$ cat config.mk
export PLATFORM = sky130hd
export DESIGN_NAME = sae_encoder_dev_flat
export DESIGN_NICKNAME = d
export VERILOG_FILES = /design/src/sae_pkg.sv /design/src/sae_link_if.sv /design/src/sae_encoder_dev.sv /design/src/flat_wrapper.sv
export SDC_FILE = /design/constraint.sdc
export NUM_CORES = 1
export LEC_CHECK = 0
export ABC_AREA = 1
export BUFFER_PORTS_ARGS = -buffer_cell sky130_fd_sc_hd__buf_4
export CORE_MARGIN = 3
export CORE_UTILIZATION = 60
export DETAILED_ROUTE_END_ITERATION = 10
export PLACE_DENSITY_LB_ADDON = 0.12
export SYNTH_ARGS = -nofsm -noshare
export SYNTH_HDL_FRONTEND = slang
export SYNTH_SLANG_ARGS = --single-unit
$ cat constraint.sdc
create_clock -name ref_clk_i -period 8.6 [get_ports ref_clk_i]
set_input_delay 1.72 -clock ref_clk_i [delete_from_list [all_inputs] [get_ports ref_clk_i]]
set_output_delay 1.72 -clock ref_clk_i [all_outputs]
set_load 0.05 [all_outputs]
$ cat src/sae_pkg.sv
package sae_pkg;

   // Frame layouts the encoder can be built for
   typedef enum logic [2:0] {
      FMT_VALID_24     = 3'h0,
      FMT_PARITY_24    = 3'h1,
      FMT_BINARY_16    = 3'h2,
      FMT_TIMESTAMP_32 = 3'h3,
      FMT_GRAY_16      = 3'h4
   } sae_fmt_t;

   // System clock
   localparam int CLK_PERIOD_NS = 10;
   localparam int CLK_HZ = 100_000_000;

   // Message update time, nominal and upper tolerance
   localparam int TMU_NS = 20_000;
   localparam int TMU_TOL_NS = 1_000;
   localparam int TMU_CYC = TMU_NS / CLK_PERIOD_NS;
   localparam int TMU_MAX_CYC = (TMU_NS + TMU_TOL_NS) / CLK_PERIOD_NS;

   // Serial clock limits; half period rounded up so 2 MHz is never exceeded
   localparam int SCLK_MAX_HZ = 2_000_000;
   localparam int SCLK_MIN_HZ = 100_000;
   localparam int HALF_MIN_CYC = (CLK_HZ + 2 * SCLK_MAX_HZ - 1) / (2 * SCLK_MAX_HZ);
   localparam int HALF_MAX_CYC = CLK_HZ / (2 * SCLK_MIN_HZ);

   // Timestamp counter: 10 us steps, 11 bits wrap after 20.48 ms
   localparam int TS_STEP_NS = 10_000;
   localparam int TS_STEP_CYC = TS_STEP_NS / CLK_PERIOD_NS;
   localparam int TS_W = 11;

   // Zero strap hold time at power-up
   localparam int ZERO_HOLD_S = 5;
   localparam int ZERO_HOLD_CYC = ZERO_HOLD_S * CLK_HZ;

   // Field positions
   localparam int FRAME_MAX = 32;
   localparam int POS_MAX = 22;
   localparam int V24_PV_BIT = 23;
   localparam int V24_ZFD_BIT = 22;
   localparam int P24_POS_LSB = 2;
   localparam int P24_PAR_BIT = 1;
   localparam int P24_ALM_BIT = 0;
   localparam int T32_PV_BIT = 31;
   localparam int T32_ZFD_BIT = 30;
   localparam int T32_POS_LSB = 11;
   localparam int T32_POS_W = 19;
   localparam int W16_POS_W = 16;

   // Frame length n, error flag excluded
   function automatic logic [5:0] frame_len(input sae_fmt_t f);
      case (f)
         FMT_BINARY_16, FMT_GRAY_16: frame_len = 6'h10;
         FMT_TIMESTAMP_32: frame_len = 6'h20;
         default: frame_len = 6'h18;
      endcase
   endfunction

endpackage

$ cat src/sae_link_if.sv
`timescale 1ns/1ps
`default_nettype none

// Serial link: clock from the controller, data from the encoder
interface sae_link_if;
   logic sclk;
   logic sdata;
   modport host (output sclk, input sdata);
   modport dev (input sclk, output sdata);
endinterface

`default_nettype wire

$ cat src/sae_encoder_dev.sv
`timescale 1ns/1ps
`default_nettype none

module sae_encoder_dev
   import sae_pkg::*;
#(
   parameter sae_fmt_t FMT = FMT_VALID_24,
   parameter int RES = 16,
   parameter int HOLD_CYC = ZERO_HOLD_CYC
) (
   // Clock and reset
   input wire logic ref_clk_i,
   input wire logic rst_i,
   // Serial link
   sae_link_if.dev link,
   // Position measurement from the sensing core
   input wire logic pos_stb_i,
   input wire logic [RES-1:0] pos_raw_i,
   input wire logic pos_err_i,
   // Zero strap pins, active low
   input wire logic zero_set_n_i,
   input wire logic zero_reset_n_i,
   // Nonvolatile zero datum
   input wire logic [RES-1:0] nv_offset_i,
   input wire logic nv_factory_i,
   output logic nv_wr_o,
   output logic [RES-1:0] nv_offset_o,
   output logic nv_factory_o
);

   typedef enum logic {
      D_IDLE = 1'b0,
      D_READ = 1'b1
   } sae_dst_t;

   localparam logic [5:0] FRAME_N = frame_len(FMT);

   sae_dst_t state_q;
   logic sclk_s1_q, sclk_s2_q, sclk_s3_q;
   logic sclk_fall, sclk_rise;
   logic [15:0] tmu_q;
   logic [5:0] rise_q;
   logic [FRAME_MAX-1:0] frame_q, frame_d, frame_idx_w;
   logic frame_err_q, data_q, smp_err_q, factory_q, loaded_q, nv_wr_q;
   logic [9:0] ts_div_q;
   logic [TS_W-1:0] ts_q, smp_ts_q;
   logic [RES-1:0] smp_pos_q, offset_q;
   logic [1:0] strap_n, strap_s1_q, strap_s2_q, strap_arm_q, strap_hit_q;
   logic [31:0] strap_cnt_q [2];
   logic [POS_MAX-1:0] pos22;

   assign link.sdata = data_q;
   assign nv_wr_o = nv_wr_q;
   assign nv_offset_o = offset_q;
   assign nv_factory_o = factory_q;

   // Link clock is foreign: two flops, then a third for edge finding
   always_ff @(posedge ref_clk_i or posedge rst_i) begin
      if (rst_i) begin
         sclk_s1_q <= 1'b1;
         sclk_s2_q <= 1'b1;
         sclk_s3_q <= 1'b1;
      end else begin
         sclk_s1_q <= link.sclk;
         sclk_s2_q <= sclk_s1_q;
         sclk_s3_q <= sclk_s2_q;
      end
   end

   assign sclk_fall = sclk_s3_q && !sclk_s2_q;
   assign sclk_rise = !sclk_s3_q && sclk_s2_q;

   // Timestamp: free running, 11 bits wrap from 2047 to 0 by themselves
   always_ff @(posedge ref_clk_i or posedge rst_i) begin
      if (rst_i) begin
         ts_div_q <= '0;
         ts_q <= '0;
      end else if (ts_div_q == 10'(TS_STEP_CYC - 1)) begin
         ts_div_q <= '0;
         ts_q <= ts_q + 1'b1;
      end else begin
         ts_div_q <= ts_div_q + 1'b1;
      end
   end

   // Sample capture: position relative to the zero datum, stamped on arrival
   always_ff @(posedge ref_clk_i or posedge rst_i) begin
      if (rst_i) begin
         smp_pos_q <= '0;
         smp_err_q <= 1'b1;
         smp_ts_q <= '0;
      end else if (pos_stb_i) begin
         smp_pos_q <= pos_raw_i - offset_q;
         smp_err_q <= pos_err_i;
         smp_ts_q <= ts_q;
      end
   end

   // Zero straps, synchronised since they are pins
   assign strap_n = {zero_reset_n_i, zero_set_n_i};

   // Each strap must stay low for the full hold from reset release; releasing it early disarms it.
   // The first two counts are spent while the synchroniser still shows its reset level
   for (genvar i = 0; i < 2; i++) begin : g_strap
      always_ff @(posedge ref_clk_i or posedge rst_i) begin
         if (rst_i) begin
            strap_s1_q[i] <= 1'b1;
            strap_s2_q[i] <= 1'b1;
            strap_arm_q[i] <= 1'b1;
            strap_hit_q[i] <= 1'b0;
            strap_cnt_q[i] <= '0;
         end else begin
            strap_s1_q[i] <= strap_n[i];
            strap_s2_q[i] <= strap_s1_q[i];
            strap_hit_q[i] <= 1'b0;
            if (strap_arm_q[i]) begin
               if (strap_s2_q[i] && strap_cnt_q[i] > 32'h0000_0001) begin
                  strap_arm_q[i] <= 1'b0;
               end else if (strap_cnt_q[i] == 32'(HOLD_CYC - 1)) begin
                  strap_arm_q[i] <= 1'b0;
                  strap_hit_q[i] <= 1'b1;
               end else begin
                  strap_cnt_q[i] <= strap_cnt_q[i] + 1'b1;
               end
            end
         end
      end
   end

   // Zero datum: restored from storage once, then changed only by straps
   always_ff @(posedge ref_clk_i or posedge rst_i) begin
      if (rst_i) begin
         offset_q <= '0;
         factory_q <= 1'b1;
         loaded_q <= 1'b0;
         nv_wr_q <= 1'b0;
      end else begin
         nv_wr_q <= 1'b0;
         if (!loaded_q) begin
            loaded_q <= 1'b1;
            offset_q <= nv_offset_i;
            factory_q <= nv_factory_i;
         end else if (strap_hit_q[1]) begin
            offset_q <= '0;
            factory_q <= 1'b1;
            nv_wr_q <= 1'b1;
         end else if (strap_hit_q[0]) begin
            offset_q <= offset_q + smp_pos_q;
            factory_q <= 1'b0;
            nv_wr_q <= 1'b1;
         end
      end
   end

   // Frame assembly from the latest sample; unused MSBs stay zero
   assign pos22 = POS_MAX'(smp_pos_q);
   always_comb begin
      frame_d = '0;
      case (FMT)
         FMT_VALID_24: begin
            frame_d[V24_PV_BIT] = !smp_err_q;
            frame_d[V24_ZFD_BIT] = factory_q;
            frame_d[POS_MAX-1:0] = pos22;
         end
         FMT_PARITY_24: begin
            frame_d[P24_POS_LSB +: POS_MAX] = pos22;
            frame_d[P24_PAR_BIT] = ^pos22;
            frame_d[P24_ALM_BIT] = smp_err_q;
         end
         FMT_BINARY_16: begin
            frame_d[W16_POS_W-1:0] = pos22[W16_POS_W-1:0];
         end
         FMT_TIMESTAMP_32: begin
            frame_d[T32_PV_BIT] = !smp_err_q;
            frame_d[T32_ZFD_BIT] = factory_q;
            frame_d[T32_POS_LSB +: T32_POS_W] = pos22[T32_POS_W-1:0];
            frame_d[TS_W-1:0] = smp_ts_q;
         end
         FMT_GRAY_16: begin
            frame_d[W16_POS_W-1:0] = pos22[W16_POS_W-1:0] ^ (pos22[W16_POS_W-1:0] >> 1);
         end
         default: frame_d = '0;
      endcase
   end

   // Read cycle sequencing; the update timer restarts on every falling edge
   always_ff @(posedge ref_clk_i or posedge rst_i) begin
      if (rst_i) begin
         state_q <= D_IDLE;
         tmu_q <= '0;
         rise_q <= '0;
      end else begin
         case (state_q)
            D_IDLE: begin
               if (sclk_fall) begin
                  state_q <= D_READ;
                  tmu_q <= '0;
                  rise_q <= '0;
               end
            end
            D_READ: begin
               if (sclk_fall) begin
                  tmu_q <= '0;
               end else if (tmu_q == 16'(TMU_CYC - 1)) begin
                  state_q <= D_IDLE;
               end else begin
                  tmu_q <= tmu_q + 1'b1;
               end
               if (sclk_rise && rise_q != FRAME_N) begin
                  rise_q <= rise_q + 1'b1;
               end
            end
            default: state_q <= D_IDLE;
         endcase
      end
   end

   // Frame register tracks the newest sample while idle, frozen for the read
   always_ff @(posedge ref_clk_i or posedge rst_i) begin
      if (rst_i) begin
         frame_q <= '0;
         frame_err_q <= 1'b1;
      end else if (state_q == D_IDLE && !sclk_fall) begin
         frame_q <= frame_d;
         frame_err_q <= smp_err_q;
      end
   end

   assign frame_idx_w = frame_q >> (FRAME_N - 6'h01 - rise_q);

   // Data line: high when idle, bits on rising edges, then the error flag
   always_ff @(posedge ref_clk_i or posedge rst_i) begin
      if (rst_i) begin
         data_q <= 1'b1;
      end else if (state_q == D_IDLE) begin
         data_q <= 1'b1;
      end else if (sclk_rise) begin
         if (rise_q < FRAME_N) begin
            data_q <= frame_idx_w[0];
         end else begin
            data_q <= frame_err_q;
         end
      end
   end

endmodule // sae_encoder_dev

`default_nettype wire

$ cat src/flat_wrapper.sv
// flat-port wrapper written by rule: the top's interface ports become plain ports
module sae_encoder_dev_flat import sae_pkg::*;
#(
   parameter sae_fmt_t FMT = FMT_VALID_24,
   parameter int RES = 16,
   parameter int HOLD_CYC = ZERO_HOLD_CYC
)
  (ref_clk_i, rst_i, pos_stb_i, pos_raw_i, pos_err_i, zero_set_n_i, zero_reset_n_i, nv_offset_i, nv_factory_i, nv_wr_o, nv_offset_o, nv_factory_o, link_sclk, link_sdata);
  sae_link_if link_i ();
  input wire logic ref_clk_i;
  input wire logic rst_i;
  input wire logic pos_stb_i;
  input wire logic [RES-1:0] pos_raw_i;
  input wire logic pos_err_i;
  input wire logic zero_set_n_i;
  input wire logic zero_reset_n_i;
  input wire logic [RES-1:0] nv_offset_i;
  input wire logic nv_factory_i;
  output logic nv_wr_o;
  output logic [RES-1:0] nv_offset_o;
  output logic nv_factory_o;
  input wire logic [$bits(link_i.sclk)-1:0] link_sclk;
  output wire logic [$bits(link_i.sdata)-1:0] link_sdata;
  assign link_i.sclk = link_sclk;
  assign link_sdata = link_i.sdata;
  sae_encoder_dev #(.FMT(FMT), .RES(RES), .HOLD_CYC(HOLD_CYC)) u_core (.ref_clk_i(ref_clk_i), .rst_i(rst_i), .link(link_i), .pos_stb_i(pos_stb_i), .pos_raw_i(pos_raw_i), .pos_err_i(pos_err_i), .zero_set_n_i(zero_set_n_i), .zero_reset_n_i(zero_reset_n_i), .nv_offset_i(nv_offset_i), .nv_factory_i(nv_factory_i), .nv_wr_o(nv_wr_o), .nv_offset_o(nv_offset_o), .nv_factory_o(nv_factory_o));
endmodule
# == Word level (Yosys, flattened, before mapping) ==
# Cells that the tools add are included.
# word_totals
regBits,154
latchBits,0
ramBits,0
romBits,0
inputBits,40
output_inout_bits,19
elab_cells,99
n_memories,0
# op_classes
n_addsub,7
mul,0
div,0
n_lt_le_gt_ge,3
n_eq_ne,9
shift,1
n_mux,35
bitwise_logic,5
reduce_logical,14
# ops
operator,n
16-bit two-way mux,6
"32-bit by 1-bit adder with 32-bit output, second input constant",2
"32-bit by 29-bit equality test with 1-bit output, second input constant",2
"32-bit by 1-bit > comparator with 1-bit output, second input constant",2
16-bit case mux with 2 select lines,1
1-bit two-way mux,24
24-bit by 6-bit >> shifter with 1-bit output,1
"16-bit by 1-bit adder with 16-bit output, second input constant",1
16-bit adder,1
"16-bit by 11-bit equality test with 1-bit output, second input constant",1
16-bit subtractor,1
6-bit two-way mux,2
6-bit case mux with 2 select lines,1
"6-bit by 1-bit adder with 6-bit output, second input constant",1
1-bit logical AND,6
"6-bit by 5-bit less-than comparator with 1-bit output, second input constant",1
"3-bit != test, second input constant",2
"6-bit by 5-bit != test with 1-bit output, second input constant",1
3-bit AND reduction,2
"5-bit by 6-bit subtractor with 6-bit output, first input constant",1
1-bit inverter,5
1-bit logical NOT,4
"2-bit != test, second input constant",2
2-bit AND reduction,2
2 further kinds,2

# == Logic depth before layout (Yosys ltp) ==
# logic_depth
depth_word,5
ltp_mapped,15
mapped_depth_nobuf,14

# == Least setup slack after synthesis ==
# No wires, ideal clock.
# synth_path
kind,input port to flip-flop
startpoint,input pos_raw_i[0]
endpoint,register u_core.smp_pos_q[14]
setup_time_ns,0.118
t_arrival_ns,3.185
t_required_ns,8.482
setup_slack_ns,5.297
stages,11
n_path_buf,0
cell_sequence,inv_1 -> ha_1 -> fa_1 -> o21ai_0 -> nand2_1 -> nand2_1 -> nand3_1 -> nand2_1 -> nand2_1 -> nand3_1 -> nand2_1
# synth_between
elab_chain_len,1
# synth_rtl
item,line,rtl
"start, declared",flat_wrapper.sv:13,input wire logic [RES-1:0] pos_raw_i;
16-bit subtractor,sae_encoder_dev.sv:93,smp_pos_q <= pos_raw_i - offset_q;
"end signal, assigned",sae_encoder_dev.sv:93,
"end, declared",sae_encoder_dev.sv:47,"logic [RES-1:0] smp_pos_q, offset_q;"
# Every way passes these cells.
# A chain may end at the register's enable or synchronous reset.

# == Final worst setup path ==
# Same ends and word-level chain as after synthesis.

==> impl_results.md <==
- First-pass GRT wire length: 42,600 µm
- Status: finished, final reports clean
- Max clock buf depth: 2
- Largest net degree at the start of global routing: 89
- Syn Area/Cell: 7.22 µm²
- Clk pin slew, worst setup/hold paths: about 0.06 ns
- Hold buffers post-CTS: 0
- Multi-input gate area: about 0.0054 mm²
- Total grt overflow: 0
- R2R setup slack: around 5.6 ns
- Post-synth top cells: 430 x nand2_1, 141 x dfrtp_1, 141 x inv_1, 125 x nor2_1, 114 x nand3_1
- Root buffer cell: clkbuf_16
- CORE AREA: 0.0161 mm²
- GP Congestion: 0.971
- Crit path kind: input pin to flop
- Share of layout cells above drive strength 1: 9.31%
- Max H-tree Level: 4
- Unrepaired setup endpoints after global routing: false
- DIE HEIGHT: 135 µm
- Sink Count: 154
- End of the critical path: u_core.smp_pos_q[14]$_DFFE_PP0P_
- Setup bufs post-CTS: 0
- Ports: 59
- TritonRoute pass-1 iters: 5
- Initial drt markers: approximately 710
- Post-synthesis sequential area ratio: 38.6%
- Clock skew: 0.0125 ns
- Total CTS buffers: 17
- R2R Path End: u_core.strap_cnt_q[1]$_DFFE_PP0P_
- M3 GR Usage: 4.61%
- Vias in the first global route: 8,881
- Count leader, synth: nand2_1
- GR peak layer: met2
- Worst-case reg-to-reg path depth: 11
- Reg area: 0.00387 mm²
- Routed Antenna Nets: 0
- Hold Path Class: flop to flop
- Setup TNS: 0 ns
- Worst-margin pin slew: about 1.2 ns
- Leading area contributor after synthesis: dfrtp_1
- RR Startpoint: u_core.strap_cnt_q[30]$_DFFE_PP0P_
- Synth Cell Area: between 0.01 and 0.015 mm²
- Arrival time worst endpoint: 3.55 ns
- Routed WL: 25,600 µm
- Initial antenna violation count: 0
- Crit path max fanout: 4
- Slew margin rel.: 22.0%
- Met2 usage: 48.0%
- Yosys top cell area share: 35.2%
- Port Buffers: 58
- DP Wirelength: between 15,000 and 20,000 µm
- Residual DRC count: 0
- Hold violation count in the final report: 0
- DR vias: 9,220
- Synth top area cells: dfrtp_1 35%, nand2_1 16%, nand3_1 5.7%
- FFs w/ async S/R, synth: 100%
- Distinct cells, synth: 46
- Area of the die: roughly 0.018 mm²
- Post-synth EDFFs: 0
- Yosys warns: 0
- Mapped Cells: between 1,000 and 1,500
- # rows: 46
- Max-slew violations: 0
- Layout fillers: between 1,000 and 1,500
- Worst-Skew Late Latency: 0.44 ns
- Horiz. Die Dim: 135 µm
- Area growth syn-to-layout: 11.6%
- Tot GR Track Use: 28.8%
- Post-DR wirelength/cell: approximately 15 µm
- Worst EP required: between 8 and 9 ns
- Placed cell count: 1,634
- Ys flop type: dfrtp_1
- Fin nets: roughly 1,500
- Period utilisation layout: 37.6%
- Non-filler instance count after layout: 1,666
- Met1 usage: 38.5%
- Setup Viol. Count Final: 0
- LEAKAGE: 0.00552 µW
- Max Fclk: roughly 0.31 GHz
- Pwr/cell area: 263 mW/mm²
- Startpoint Class: input pin
- Critical Path End Type: flop
- Starting density of the core: 62.2%
- Max_cap viols: 0
- VDD IR max: a little under 0.0002 V
- Post-CTS sizing: 0
- Syn nets: 1,471
- Fin crit period: 3.23 ns
- Number of diodes: 0
- Vias/cell: approximately 5.5
- TritonCTS clock tree: yes
- Yosys reg bits: between 150 and 200
- Worst setup path startpoint: pos_raw_i[0]
final cells by class:
type	instances	share of cell area, %
Multi-Input combinational cell	1054	48.4
Sequential cell	154	34.6
Timing Repair Buffer	62	4.16
Tap cell	216	2.42
Clock buffer	17	3.81
Clock inverter	15	1.60
Inverter	148	5.02
worst max-delay path, cell delays in order:
cell     delay [ns]
buf_4          0.08
inv_1          0.03
ha_1           0.23
fa_1           0.44
o21ai_0        0.47
nand2_1        0.13
nand2_1        0.13
nand3_1        0.10
nand2_1        0.08
nand2_1        0.05
nand3_1        0.06
nand2_1        0.05
logic make-up after synthesis:
kind of cell	count (synthesis)	share of synthesized area, %
and+or+nand+nor	786	33.7
buffers and inverters	180	7.44
DFF	154	38.6
AOI/OAI and AO/OA	152	8.35
xor gates and xnor gates	72	6.29
adders and majority gates	43	5.52
other	1	0.0374
through the flow:
step / power [µW] / util [%] / hold slack, ns / area (µm²) / setup WS (ns)
3_3_place_gp: 2130 / 65.6 / 0.346 / 10600 / 5.00
3_5_place_dp: 2160 / 65.6 / 0.347 / 10600 / 4.93
2_1_floorplan: 1840 / - / 0.345 / 10000 / 2.75
6_report: 2940 / 69.4 / 0.357 / 11200 / 5.37
5_1_grt: 3150 / 69.4 / 0.364 / 11200 / 5.20
4_1_cts: 2940 / 69.4 / 0.357 / 11200 / 5.39
worst min-delay path by stage:
stage	from	depth (start not counted)	to
global route	u_core.strap_s1_q[0]$_DFF_PP1_	0	u_core.strap_s2_q[0]$_DFF_PP1_
CTS	u_core.sclk_s1_q$_DFF_PP1_	0	u_core.sclk_s2_q$_DFF_PP1_
floorplan	u_core.sclk_s1_q$_DFF_PP1_	0	u_core.sclk_s2_q$_DFF_PP1_
finish	u_core.strap_s1_q[0]$_DFF_PP1_	0	u_core.strap_s2_q[0]$_DFF_PP1_
detailed placement	u_core.sclk_s1_q$_DFF_PP1_	0	u_core.sclk_s2_q$_DFF_PP1_
global placement	u_core.strap_s1_q[0]$_DFF_PP1_	0	u_core.strap_s2_q[0]$_DFF_PP1_
registers in the layout, indices dropped and copies added, names as in the netlist, 6 cells and up:
signal	cells
u_core.frame_q	18
u_core.nv_offset_o	16
u_core.rise_q	6
u_core.smp_pos_q	16
u_core.strap_cnt_q	64
u_core.tmu_q	16
layer usage:
| metal | wire [µm] | share of wire, % |
|---|---|---|
| met2 | 12200 | 48 |
| met1 | 11400 | 45 |
| met4 | 652 | 2.5 |
| met5 | 0 | 0 |
| met3 | 1310 | 5.1 |
power breakdown:
group          switching (µW)  total [µW]  internal, µW
sequential                130         984           854
clock                     338         777           440
combinational             762        1180           420
total                    1230        2940          1710
layout by cell type, fill, tap and decap left out, types with 2 or more instances in the layout:
cell type,count
nor2_1,124
ha_1,41
nand2_2,3
o32ai_1,2
dfstp_2,13
nand2_1,430
o21bai_1,2
nand3_2,2
a21oi_1,59
inv_8,4
or2_2,4
inv_1,140
xnor2_1,17
nand4_1,27
nor2_2,6
inv_6,5
a21o_1,4
bufinv_16,2
clkbuf_16,17
inv_2,6
nand3_1,114
o21ai_1,3
a22oi_1,11
nor3b_1,4
xor2_1,55
nand3b_1,7
a31oi_1,4
clkinv_4,3
buf_4,62
nor3_1,45
o21ai_0,60
nor2_4,2
fa_1,2
dfrtp_1,141
nor4_1,12
o2111ai_1,2
(Power assumes the default switching activity.)
